===== src/inpc_defs.svh =====
/*
  Shared constants of the interrupt nesting and priority block: register
  offsets, field positions, reset values and sizes.
  Assumes it is included by bare name from the package and from design files.
*/
`ifndef INPC_DEFS_SVH
`define INPC_DEFS_SVH

// ==========================================================================
// device register offsets (byte addresses on the core bus)
`define INPC_NORMAL_EN_ADDR 32'hFFFF0008
`define INPC_VEC_BASE_ADDR 32'hFFFF0014
`define INPC_NORMAL_VEC_ADDR 32'hFFFF001C
`define INPC_PRIO0_ADDR 32'hFFFF0020
`define INPC_NEST_CTL_ADDR 32'hFFFF0030
`define INPC_TRIG_CFG_ADDR 32'hFFFF0034
`define INPC_EDGE_CLR_ADDR 32'hFFFF0038
`define INPC_NORMAL_ISR_ADDR 32'hFFFF003C
`define INPC_FAST_EN_ADDR 32'hFFFF0108
`define INPC_FAST_VEC_ADDR 32'hFFFF011C
`define INPC_FAST_ISR_ADDR 32'hFFFF013C

// ==========================================================================
// reset values
`define INPC_NEST_CTL_RST 2'h0
`define INPC_ISR_RST 8'h00

// ==========================================================================
// field positions and sizes
`define INPC_NORMAL_NEST_BIT 0
`define INPC_FAST_NEST_BIT 1
`define INPC_NUM_SRC 28
`define INPC_NUM_EXT 6
`define INPC_EXT_SRC_BASE 17
`define INPC_CLR_LO_BASE 19
`define INPC_CLR_HI_BASE 20
`define INPC_PRIO_FIELD_W 4
`define INPC_PRIO_PER_WORD 8

// ==========================================================================
// host command registers (byte offsets on the wishbone side)
`define INPC_HOST_ADDR_OFS 8'h00
`define INPC_HOST_WDATA_OFS 8'h04
`define INPC_HOST_CTRL_OFS 8'h08
`define INPC_HOST_STATUS_OFS 8'h0C
`define INPC_HOST_RDATA_OFS 8'h10
`define INPC_CTRL_GO_BIT 0
`define INPC_CTRL_WE_BIT 1
`define INPC_STAT_BUSY_BIT 0
`define INPC_STAT_IRQ_BIT 1
`define INPC_STAT_FIQ_BIT 2

`endif


===== src/inpc_pkg.sv =====
/*
  Types shared by both ends of the interrupt nesting and priority block.
  Assumes inpc_defs.svh is on the include path.
*/
`include "inpc_defs.svh"

package inpc_pkg;

  // ========================================================================
  // plain vectors
  typedef logic [31:0] inpc_word_t;
  typedef logic [`INPC_NUM_SRC-1:0] inpc_src_t;
  typedef logic [`INPC_NUM_EXT-1:0] inpc_ext_t;

  // ========================================================================
  // trigger selector codes of one external line
  typedef enum logic [1:0] {
    INPC_TRIG_HIGH = 2'h0,
    INPC_TRIG_LOW = 2'h1,
    INPC_TRIG_RISE = 2'h2,
    INPC_TRIG_FALL = 2'h3
  } inpc_trig_t;

  // result of one arbitration pass
  typedef struct packed {
    logic hit;
    logic [4:0] src;
    logic [2:0] lvl;
  } inpc_pick_t;

  // host bus sequencer
  typedef enum logic [1:0] {
    INPC_HOST_IDLE = 2'h1,
    INPC_HOST_WAIT = 2'h2
  } inpc_host_state_t;

endpackage


===== src/inpc_if.sv =====
/*
  Register bus and interrupt lines between the interrupt controller and
  the processor core that services it.
  Assumes both ends share sys_clk; the ends drive every signal from flops.
*/
`timescale 1ns/1ps
`default_nettype none

interface inpc_if;
  // request, held by the core until ack
  logic req;
  logic we;
  logic [31:0] addr;
  logic [31:0] wdata;
  // answer
  logic [31:0] rdata;
  logic ack;
  // interrupt lines to the core
  logic irq;
  logic fiq;

  modport dev (
    input req,
    input we,
    input addr,
    input wdata,
    output rdata,
    output ack,
    output irq,
    output fiq
  );

  modport core (
    output req,
    output we,
    output addr,
    output wdata,
    input rdata,
    input ack,
    input irq,
    input fiq
  );
endinterface

`default_nettype wire


===== src/inpc_ext_line.sv =====
/*
  One external interrupt line: level pass-through or sticky edge latch.
  Assumes the pin is already synchronous to sys_clk.
*/
`timescale 1ns/1ps
`default_nettype none

module inpc_ext_line (
  // clock and reset
  input wire logic sys_clk,
  input wire logic rst,
  // pin and configuration
  input wire logic pin,
  input wire inpc_pkg::inpc_trig_t trig_sel,
  input wire logic edge_clr,
  // request to the arbiter
  output logic req
);
  import inpc_pkg::*;

  logic pin_q;
  logic latched;
  logic edge_hit;

  // ========================================================================
  // previous pin level for edge detection
  always_ff @(posedge sys_clk) begin
    if (rst) begin
      pin_q <= 1'b0;
    end else begin
      pin_q <= pin;
    end
  end

  // edge seen in the selected direction
  assign edge_hit = ((trig_sel == INPC_TRIG_RISE) && pin && !pin_q) ||
                    ((trig_sel == INPC_TRIG_FALL) && !pin && pin_q);

  // sticky latch; a fresh edge beats a clear in the same cycle
  always_ff @(posedge sys_clk) begin
    if (rst) begin
      latched <= 1'b0;
    end else if (edge_hit) begin
      latched <= 1'b1;
    end else if (edge_clr) begin
      latched <= 1'b0;
    end
  end

  // level modes follow the pin directly, so they need no clear
  always_comb begin
    unique case (trig_sel)
      INPC_TRIG_HIGH: req = pin;
      INPC_TRIG_LOW: req = !pin;
      default: req = latched;
    endcase
  end
endmodule

`default_nettype wire


===== src/inpc_device.sv =====
/*
  Interrupt controller end: source enables, per-source priority levels,
  nesting control, in-service status, vectors and six external lines.
  Assumes a core that holds each bus request until ack and releases it
  at the ack edge; all source and pin inputs are synchronous to sys_clk.

// Operation
// nest enables: bit0 normal, bit1 fast, zero reset
// nesting off: no priorities, fast beats normal
// normal vector read sets normal in-service bit
// fast vector read sets fast in-service bit
// in-service bit blocks same and lower priority
// status write clears only lowest set bit
// fast vector: zero, base, source, zero fields
// software reads fast vector only while servicing
// software leaves reserved upper bits unwritten
// six external lines, level or edge triggered
// software enables line and programs its trigger
// edge request stays latched until edge clear
// selector codes: fall, rise, low, high
// three-bit priority level per source
// status reads harmless; empty clear stays zero
*/
`timescale 1ns/1ps
`default_nettype none
`include "inpc_defs.svh"

module inpc_device (
  // clock and reset
  input wire logic sys_clk,
  input wire logic rst,
  // core bus and interrupt lines
  inpc_if.dev core,
  // peripheral requests and external pins
  input wire inpc_pkg::inpc_src_t src_req,
  input wire inpc_pkg::inpc_ext_t ext_pin
);
  import inpc_pkg::*;

  // ========================================================================
  // state and wires
  logic [1:0] nest_ctl;
  logic [7:0] normal_isr;
  logic [7:0] fast_isr;
  logic [15:0] vector_base;
  inpc_src_t normal_en;
  inpc_src_t fast_en;
  logic [2:0] prio_lvl [0:`INPC_NUM_SRC-1];
  logic [2*`INPC_NUM_EXT-1:0] trig_cfg;
  inpc_ext_t ext_req;
  inpc_ext_t ext_clr;
  inpc_src_t raw_req;
  logic [3*`INPC_NUM_SRC-1:0] prio_flat;
  inpc_pick_t normal_pick;
  inpc_pick_t fast_pick;
  logic take;
  logic wr;
  logic rd;
  logic prio_hit;
  inpc_word_t next_rdata;

  // ========================================================================
  // helpers
  // index of lowest set bit, 8 when none
  function automatic logic [3:0] lowest_set(input logic [7:0] v);
    logic [3:0] idx;
    idx = 4'h8;
    for (int i = 7; i >= 0; i--) begin
      if (v[i]) begin
        idx = 4'(i);
      end
    end
    return idx;
  endfunction

  // drop the highest-priority bit only; zero stays zero
  function automatic logic [7:0] clear_top(input logic [7:0] v);
    return v & (v - 8'h01);
  endfunction

  // vector word: zero top, base, source number, zero bottom
  function automatic inpc_word_t make_vector(input logic [15:0] base,
                                             input logic [4:0] src);
    return {9'h000, base, src, 2'h0};
  endfunction

  // pick the winner among pending sources of one type
  function automatic inpc_pick_t pick_source(input inpc_src_t pend,
                                             input logic [3*`INPC_NUM_SRC-1:0] lvls,
                                             input logic nest,
                                             input logic [3:0] limit);
    inpc_pick_t p;
    logic [2:0] lv;
    p = '0;
    lv = 3'h0;
    // walk downward so ties go to the lowest source number
    for (int i = `INPC_NUM_SRC - 1; i >= 0; i--) begin
      lv = lvls[3*i +: 3];
      if (pend[i] && (!nest || ({1'b0, lv} < limit)) &&
          (!nest || !p.hit || lv <= p.lvl)) begin
        p.hit = 1'b1;
        p.src = 5'(i);
        p.lvl = lv;
      end
    end
    return p;
  endfunction

  // edge clear bit of external line k (bit 23 is skipped)
  function automatic int clr_bit(input int k);
    return (k < 4) ? (`INPC_CLR_LO_BASE + k) : (`INPC_CLR_HI_BASE + k);
  endfunction

  // ========================================================================
  // bus decode: one take per request, answered next cycle
  assign take = core.req && !core.ack;
  assign wr = take && core.we;
  assign rd = take && !core.we;
  assign prio_hit = (core.addr[31:4] == 28'(`INPC_PRIO0_ADDR >> 4));

  // ========================================================================
  // external lines
  for (genvar g = 0; g < `INPC_NUM_EXT; g++) begin : g_ext
    assign ext_clr[g] = wr && (core.addr == `INPC_EDGE_CLR_ADDR) &&
                        core.wdata[clr_bit(g)];
    inpc_ext_line u_line (
      .sys_clk(sys_clk),
      .rst(rst),
      .pin(ext_pin[g]),
      .trig_sel(inpc_trig_t'(trig_cfg[2*g +: 2])),
      .edge_clr(ext_clr[g]),
      .req(ext_req[g])
    );
  end

  // external lines take over their source slots
  always_comb begin
    raw_req = src_req;
    for (int k = 0; k < `INPC_NUM_EXT; k++) begin
      raw_req[`INPC_EXT_SRC_BASE + k] = ext_req[k];
    end
    for (int s = 0; s < `INPC_NUM_SRC; s++) begin
      prio_flat[3*s +: 3] = prio_lvl[s];
    end
  end

  // ========================================================================
  // arbitration; in-service bits set the blocking limit
  assign normal_pick = pick_source(raw_req & normal_en, prio_flat,
                                   nest_ctl[`INPC_NORMAL_NEST_BIT],
                                   lowest_set(normal_isr));
  assign fast_pick = pick_source(raw_req & fast_en, prio_flat,
                                 nest_ctl[`INPC_FAST_NEST_BIT],
                                 lowest_set(fast_isr));

  // interrupt lines; without normal nesting a fast request masks normal
  always_ff @(posedge sys_clk) begin
    if (rst) begin
      core.irq <= 1'b0;
      core.fiq <= 1'b0;
    end else begin
      core.fiq <= fast_pick.hit;
      core.irq <= normal_pick.hit &&
                  (nest_ctl[`INPC_NORMAL_NEST_BIT] || !fast_pick.hit);
    end
  end

  // ========================================================================
  // control registers; reserved bits are dropped on write
  always_ff @(posedge sys_clk) begin
    if (rst) begin
      nest_ctl <= `INPC_NEST_CTL_RST;
      vector_base <= 16'h0000;
      normal_en <= '0;
      fast_en <= '0;
      trig_cfg <= '0;
    end else if (wr) begin
      case (core.addr)
        `INPC_NEST_CTL_ADDR: nest_ctl <= core.wdata[1:0];
        `INPC_VEC_BASE_ADDR: vector_base <= core.wdata[15:0];
        `INPC_NORMAL_EN_ADDR: normal_en <= core.wdata[`INPC_NUM_SRC-1:0];
        `INPC_FAST_EN_ADDR: fast_en <= core.wdata[`INPC_NUM_SRC-1:0];
        `INPC_TRIG_CFG_ADDR: trig_cfg <= core.wdata[2*`INPC_NUM_EXT-1:0];
        default: begin
        end
      endcase
    end
  end

  // priority fields, one nibble per source, eight to a word
  always_ff @(posedge sys_clk) begin
    if (rst) begin
      for (int s = 0; s < `INPC_NUM_SRC; s++) begin
        prio_lvl[s] <= 3'h0;
      end
    end else if (wr && prio_hit) begin
      for (int j = 0; j < `INPC_PRIO_PER_WORD; j++) begin
        if (32'(core.addr[3:2]) * `INPC_PRIO_PER_WORD + j < `INPC_NUM_SRC) begin
          prio_lvl[32'(core.addr[3:2]) * `INPC_PRIO_PER_WORD + j] <=
            core.wdata[`INPC_PRIO_FIELD_W*j +: 3];
        end
      end
    end
  end

  // ========================================================================
  // normal in-service status: vector read sets, any write clears one
  always_ff @(posedge sys_clk) begin
    if (rst) begin
      normal_isr <= `INPC_ISR_RST;
    end else if (rd && core.addr == `INPC_NORMAL_VEC_ADDR &&
                 nest_ctl[`INPC_NORMAL_NEST_BIT] && normal_pick.hit) begin
      normal_isr <= normal_isr | (8'h01 << normal_pick.lvl);
    end else if (wr && core.addr == `INPC_NORMAL_ISR_ADDR) begin
      normal_isr <= clear_top(normal_isr);
    end
  end

  // fast in-service status, same scheme
  always_ff @(posedge sys_clk) begin
    if (rst) begin
      fast_isr <= `INPC_ISR_RST;
    end else if (rd && core.addr == `INPC_FAST_VEC_ADDR &&
                 nest_ctl[`INPC_FAST_NEST_BIT] && fast_pick.hit) begin
      fast_isr <= fast_isr | (8'h01 << fast_pick.lvl);
    end else if (wr && core.addr == `INPC_FAST_ISR_ADDR) begin
      fast_isr <= clear_top(fast_isr);
    end
  end

  // ========================================================================
  // read mux; unmapped and write-only addresses read zero
  always_comb begin
    next_rdata = 32'h00000000;
    if (prio_hit) begin
      for (int j = 0; j < `INPC_PRIO_PER_WORD; j++) begin
        if (32'(core.addr[3:2]) * `INPC_PRIO_PER_WORD + j < `INPC_NUM_SRC) begin
          next_rdata[`INPC_PRIO_FIELD_W*j +: 3] =
            prio_lvl[32'(core.addr[3:2]) * `INPC_PRIO_PER_WORD + j];
        end
      end
    end else begin
      case (core.addr)
        `INPC_NEST_CTL_ADDR: next_rdata = {30'h00000000, nest_ctl};
        `INPC_VEC_BASE_ADDR: next_rdata = {16'h0000, vector_base};
        `INPC_NORMAL_EN_ADDR: next_rdata = {4'h0, normal_en};
        `INPC_FAST_EN_ADDR: next_rdata = {4'h0, fast_en};
        `INPC_TRIG_CFG_ADDR: next_rdata = {20'h00000, trig_cfg};
        `INPC_NORMAL_ISR_ADDR: next_rdata = {24'h000000, normal_isr};
        `INPC_FAST_ISR_ADDR: next_rdata = {24'h000000, fast_isr};
        `INPC_NORMAL_VEC_ADDR: next_rdata = make_vector(vector_base, normal_pick.src);
        `INPC_FAST_VEC_ADDR: next_rdata = make_vector(vector_base, fast_pick.src);
        default: next_rdata = 32'h00000000;
      endcase
    end
  end

  // answer one cycle after the take; ack falls while req is released
  always_ff @(posedge sys_clk) begin
    if (rst) begin
      core.ack <= 1'b0;
      core.rdata <= 32'h00000000;
    end else begin
      core.ack <= take;
      if (rd) begin
        core.rdata <= next_rdata;
      end
    end
  end
endmodule

`default_nettype wire


===== src/flat_wrapper.sv =====
// flat-port wrapper written by rule: the top's interface ports become plain ports
module inpc_device_flat import inpc_pkg::*;
  (sys_clk, rst, src_req, ext_pin, core_req, core_we, core_addr, core_wdata, core_rdata, core_ack, core_irq, core_fiq);
  inpc_if core_i ();
  input wire logic sys_clk;
  input wire logic rst;
  input wire inpc_pkg::inpc_src_t src_req;
  input wire inpc_pkg::inpc_ext_t ext_pin;
  input wire logic [$bits(core_i.req)-1:0] core_req;
  input wire logic [$bits(core_i.we)-1:0] core_we;
  input wire logic [$bits(core_i.addr)-1:0] core_addr;
  input wire logic [$bits(core_i.wdata)-1:0] core_wdata;
  output wire logic [$bits(core_i.rdata)-1:0] core_rdata;
  output wire logic [$bits(core_i.ack)-1:0] core_ack;
  output wire logic [$bits(core_i.irq)-1:0] core_irq;
  output wire logic [$bits(core_i.fiq)-1:0] core_fiq;
  assign core_i.req = core_req;
  assign core_i.we = core_we;
  assign core_i.addr = core_addr;
  assign core_i.wdata = core_wdata;
  assign core_rdata = core_i.rdata;
  assign core_ack = core_i.ack;
  assign core_irq = core_i.irq;
  assign core_fiq = core_i.fiq;
  inpc_device u_core (.sys_clk(sys_clk), .rst(rst), .core(core_i), .src_req(src_req), .ext_pin(ext_pin));
endmodule

===== config.mk =====
export PLATFORM = sky130hd
export DESIGN_NAME = inpc_device_flat
export DESIGN_NICKNAME = d
export VERILOG_FILES = /design/src/inpc_pkg.sv /design/src/inpc_if.sv /design/src/inpc_ext_line.sv /design/src/inpc_device.sv /design/src/flat_wrapper.sv
export VERILOG_INCLUDE_DIRS = /design/src
export SDC_FILE = /design/constraint.sdc
export NUM_CORES = 1
export LEC_CHECK = 0
export ABC_AREA = 1
export BUFFER_PORTS_ARGS = -buffer_cell sky130_fd_sc_hd__clkbuf_2
export CAP_MARGIN = 20
export CORE_AREA = 2 2 173 218
export CTS_BUF_LIST = sky130_fd_sc_hd__clkbuf_8
export DETAILED_ROUTE_END_ITERATION = 12
export DIE_AREA = 0 0 175 220
export HOLD_SLACK_MARGIN = 0.02
export PLACE_DENSITY = 0.74
export SLEW_MARGIN = 20
export SYNTH_ARGS = -nofsm -noshare
export SYNTH_HDL_FRONTEND = slang
export SYNTH_HIERARCHICAL = 1
export SYNTH_SLANG_ARGS = --single-unit
export TNS_END_PERCENT = 20

===== constraint.sdc =====
create_clock -name sys_clk -period 80.1 [get_ports sys_clk]
set_clock_uncertainty 0.05 [all_clocks]
set_input_delay 12.015 -clock sys_clk [delete_from_list [all_inputs] [get_ports sys_clk]]
set_output_delay 12.015 -clock sys_clk [all_outputs]
set_load 0.05 [all_outputs]

==> flow_summary.yaml <==
critical_path:
  cpPeakStageDelay_ps: 490
  slowest_stage: "o21ai_1"
  start_kind: "primary input"
  critical_path.max_fanout: 18
  cp-end-kind: "register"
  cp_data_arrival_time_ps: 50410
  critical_path_class: "primary input to register"
  worstPathRequired_ps: 80450
  timing.reg2reg.setup_slack_ps: 40000
  cp_common_cell: "nand2_1"
drt:
  drc: 0
  wl_per_cell_um: 22.5
  first_pass_iters: 9
  totalWireLength_mm: 88.8
  via_count: 24826
  drtIter0Drc: 3570
  via_per_inst: 6.29
  ant_nets: 0
yosys:
  synthFlopType: "dfxtp_1"
  yosysTopAreaCell: "ha_1"
  netlist_area_um2: 21700
  synth-warning-count: 6
  yosysTopAreaCellShare_pct: 15.6
  synthTopCellsByArea: "ha_1 16%, dfxtp_1 14%, nand2_1 13%, edfxtp_1 12%, inv_1 9.0%"
  syn_nets: 3689
  ys_async_sr_fraction_pct: 0
  yosysSeqAreaShare_pct: 25.3
  synth_edf_count: 84
  syn_avg_cell_area_um2: 6.53
  synth_cell_types: 54
  synthCells: 3317
  synth-seq-cells: 232
grt:
  grt_antenna_before_repair: 3
  grt-ovfl-total: 0
  grt_first_pass_wirelength_mm: 131
  grt_pass1_vias: 22752
  grt_max_degree: 92
  track_usage_pct: 45.1
layout:
  nets: 3800
  num-fill-cells: 3443
  final_cell_mix: "723 x nand2_1, 525 x inv_1, 317 x nand3_1"
  layout_commonest_cell: "nand2_1"
  seq_area_um2: 5490
  multi_input_area_um2: 13800
  utilization_pct: 64.4
  diodes: 0
  area_delta_synth_final_pct: 8.94
  drive_above_1_share_pct: 7.84
  final_cell_area_um2: 23600
  instances_no_fill: 3944
power:
  p_leak_nw: 11.2
  power_density_nw_per_um2: 11.5
  ir_drop_uv: 13.5
  power_mw: 0.272
placement:
  preCtsSetupSlack_ps: 30490
  place_area_um2: 22800
  port_buffers: 128
  gp_congestion: 1.07
  post-dp-hpwl_mm: 68.6
  place_inst: 3873
cts:
  numClockSinks: 232
  cts.path.max_buffers: 3
  cts_tree: "built"
  cts_buffers: 39
  postCtsHoldBufs: 0
  cts-root-buf: "clkbuf_8"
  insertion_delay_ps: 540
  path_clk_slew_ps: 60
  cts_htree_levels: 2
  cts_resized: 0
  cts_setup_buffers: 0
timing:
  hold_ws_ps: 413
  hold_viol_final: 0
  maxSlewHeadroom_pct: 25.6
  rsz0062_at_grt: "false"
  fin_crit_sh_pct: 62.5
  timing.final.ws_setup_ps: 30040
  finalMaxSlewViolations: 0
  period_needed_ps: 50060
  worst_pin_slew_ps: 1110
  max_freq_mhz: 20.0
  setup-tns-final_ps: 0
  setup_viol: 0
die:
  floorplan.initialDensity_pct: 59.1
  die_h_um: 220
  num_rows: 79
  die_w_um: 175
  core_um2: 36700
  dieArea_um2: 38500
  ios: 137
job:
  drv_cap: 0
hold_path:
  hp-class: "register to register"
outcome:
  outcome: "completed"
report_power, final:
| group | switching [mW] | total [mW] | internal, mW | leakage [nW] |
|---|---|---|---|---|
| Clock | 0.0506 | 0.114 | 0.0629 | 0.450 |
| Sequential | 0.00415 | 0.128 | 0.124 | 2.07 |
| Combinational | 0.0210 | 0.0300 | 0.00894 | 8.67 |
flip-flops by register name, summed over array words and instances (netlist names), 2 cells and up:
signal / count
u_core/fast_en: 28
u_core/fast_isr: 8
u_core/vector_base: 16
u_core/normal_isr: 8
u_core/core.rdata: 31
u_core/g_ext.u_line/pin_q: 6
u_core/normal_en: 28
u_core/prio_lvl: 84
u_core/trig_cfg: 12
u_core/g_ext.u_line/latched: 6
u_core/nest_ctl: 2
final cells by class:
class	count	share of cell area, %
clock inverter	21	0.642
tap	486	2.58
timing repair buffer	149	3.38
sequential	232	23.2
multi-input combinational	2467	58.7
clock buffer	50	2.92
inverter	539	8.57
synth_stat cells, types with 3 or more instances:
cell,number
a211oi_1,49
nor3_1,71
nand3_1,317
a31oi_1,28
edfxtp_1,84
nand3_2,4
or2_2,6
nand2_1,726
nor2_2,5
o21ai_1,6
buf_1,3
o221ai_1,9
nor2_1,262
o22ai_1,49
a311oi_1,16
a21oi_1,233
a221oi_1,17
clkinv_1,6
o21ai_0,265
inv_2,14
buf_2,4
nor4_1,17
clkbuf_1,68
dfxtp_1,148
or2_1,11
buf_4,3
nand2_2,13
ha_1,270
nand4_1,30
o21a_1,3
and2_1,28
inv_1,519
nand2_4,3
metal layers:
layer  vias up  wire length [um]  track usage (%)
met3       424             10700             10.0
li1      11437                 -                -
met1     11317             32500             54.8
met4         6              7760             32.8
met2      1642             37800             70.4
met5         -                42                0
final timing paths:
path                              start               endpoint  cells past startpoint
setup / recovery            src_req[27]     u_core/fast_isr[1]                    262
hold / removal    u_core/core.rdata[11]  u_core/core.rdata[11]                      2
setup reg to reg     u_core/fast_isr[6]     u_core/fast_isr[1]                    269
hold reg to reg   u_core/core.rdata[11]  u_core/core.rdata[11]                      2
critical path, delay by kind of cell:
family / cells / cell delay (ps)
AO/OA/AOI/OAI: 56 / 8080
adder cells (fa/ha/maj): 27 / 8280
buffers and inverters: 32 / 4890
AND/OR/NAND/NOR: 147 / 17050
kinds of logic (layout without fill, tap and decap cells):
logic type / count (synthesis) / after routing / share of synthesized area [%]
AND/OR/NAND/NOR: 1503 / 1503 / 30.1
AO/OA/AOI/OAI: 693 / 693 / 18.1
buffers and inverters: 618 / 759 / 10.8
adder cells (fa/ha/maj): 270 / 270 / 15.6
flip-flops: 232 / 232 / 25.3
other: 1 / 1 / 0.0173
(Power assumes the default switching activity.)
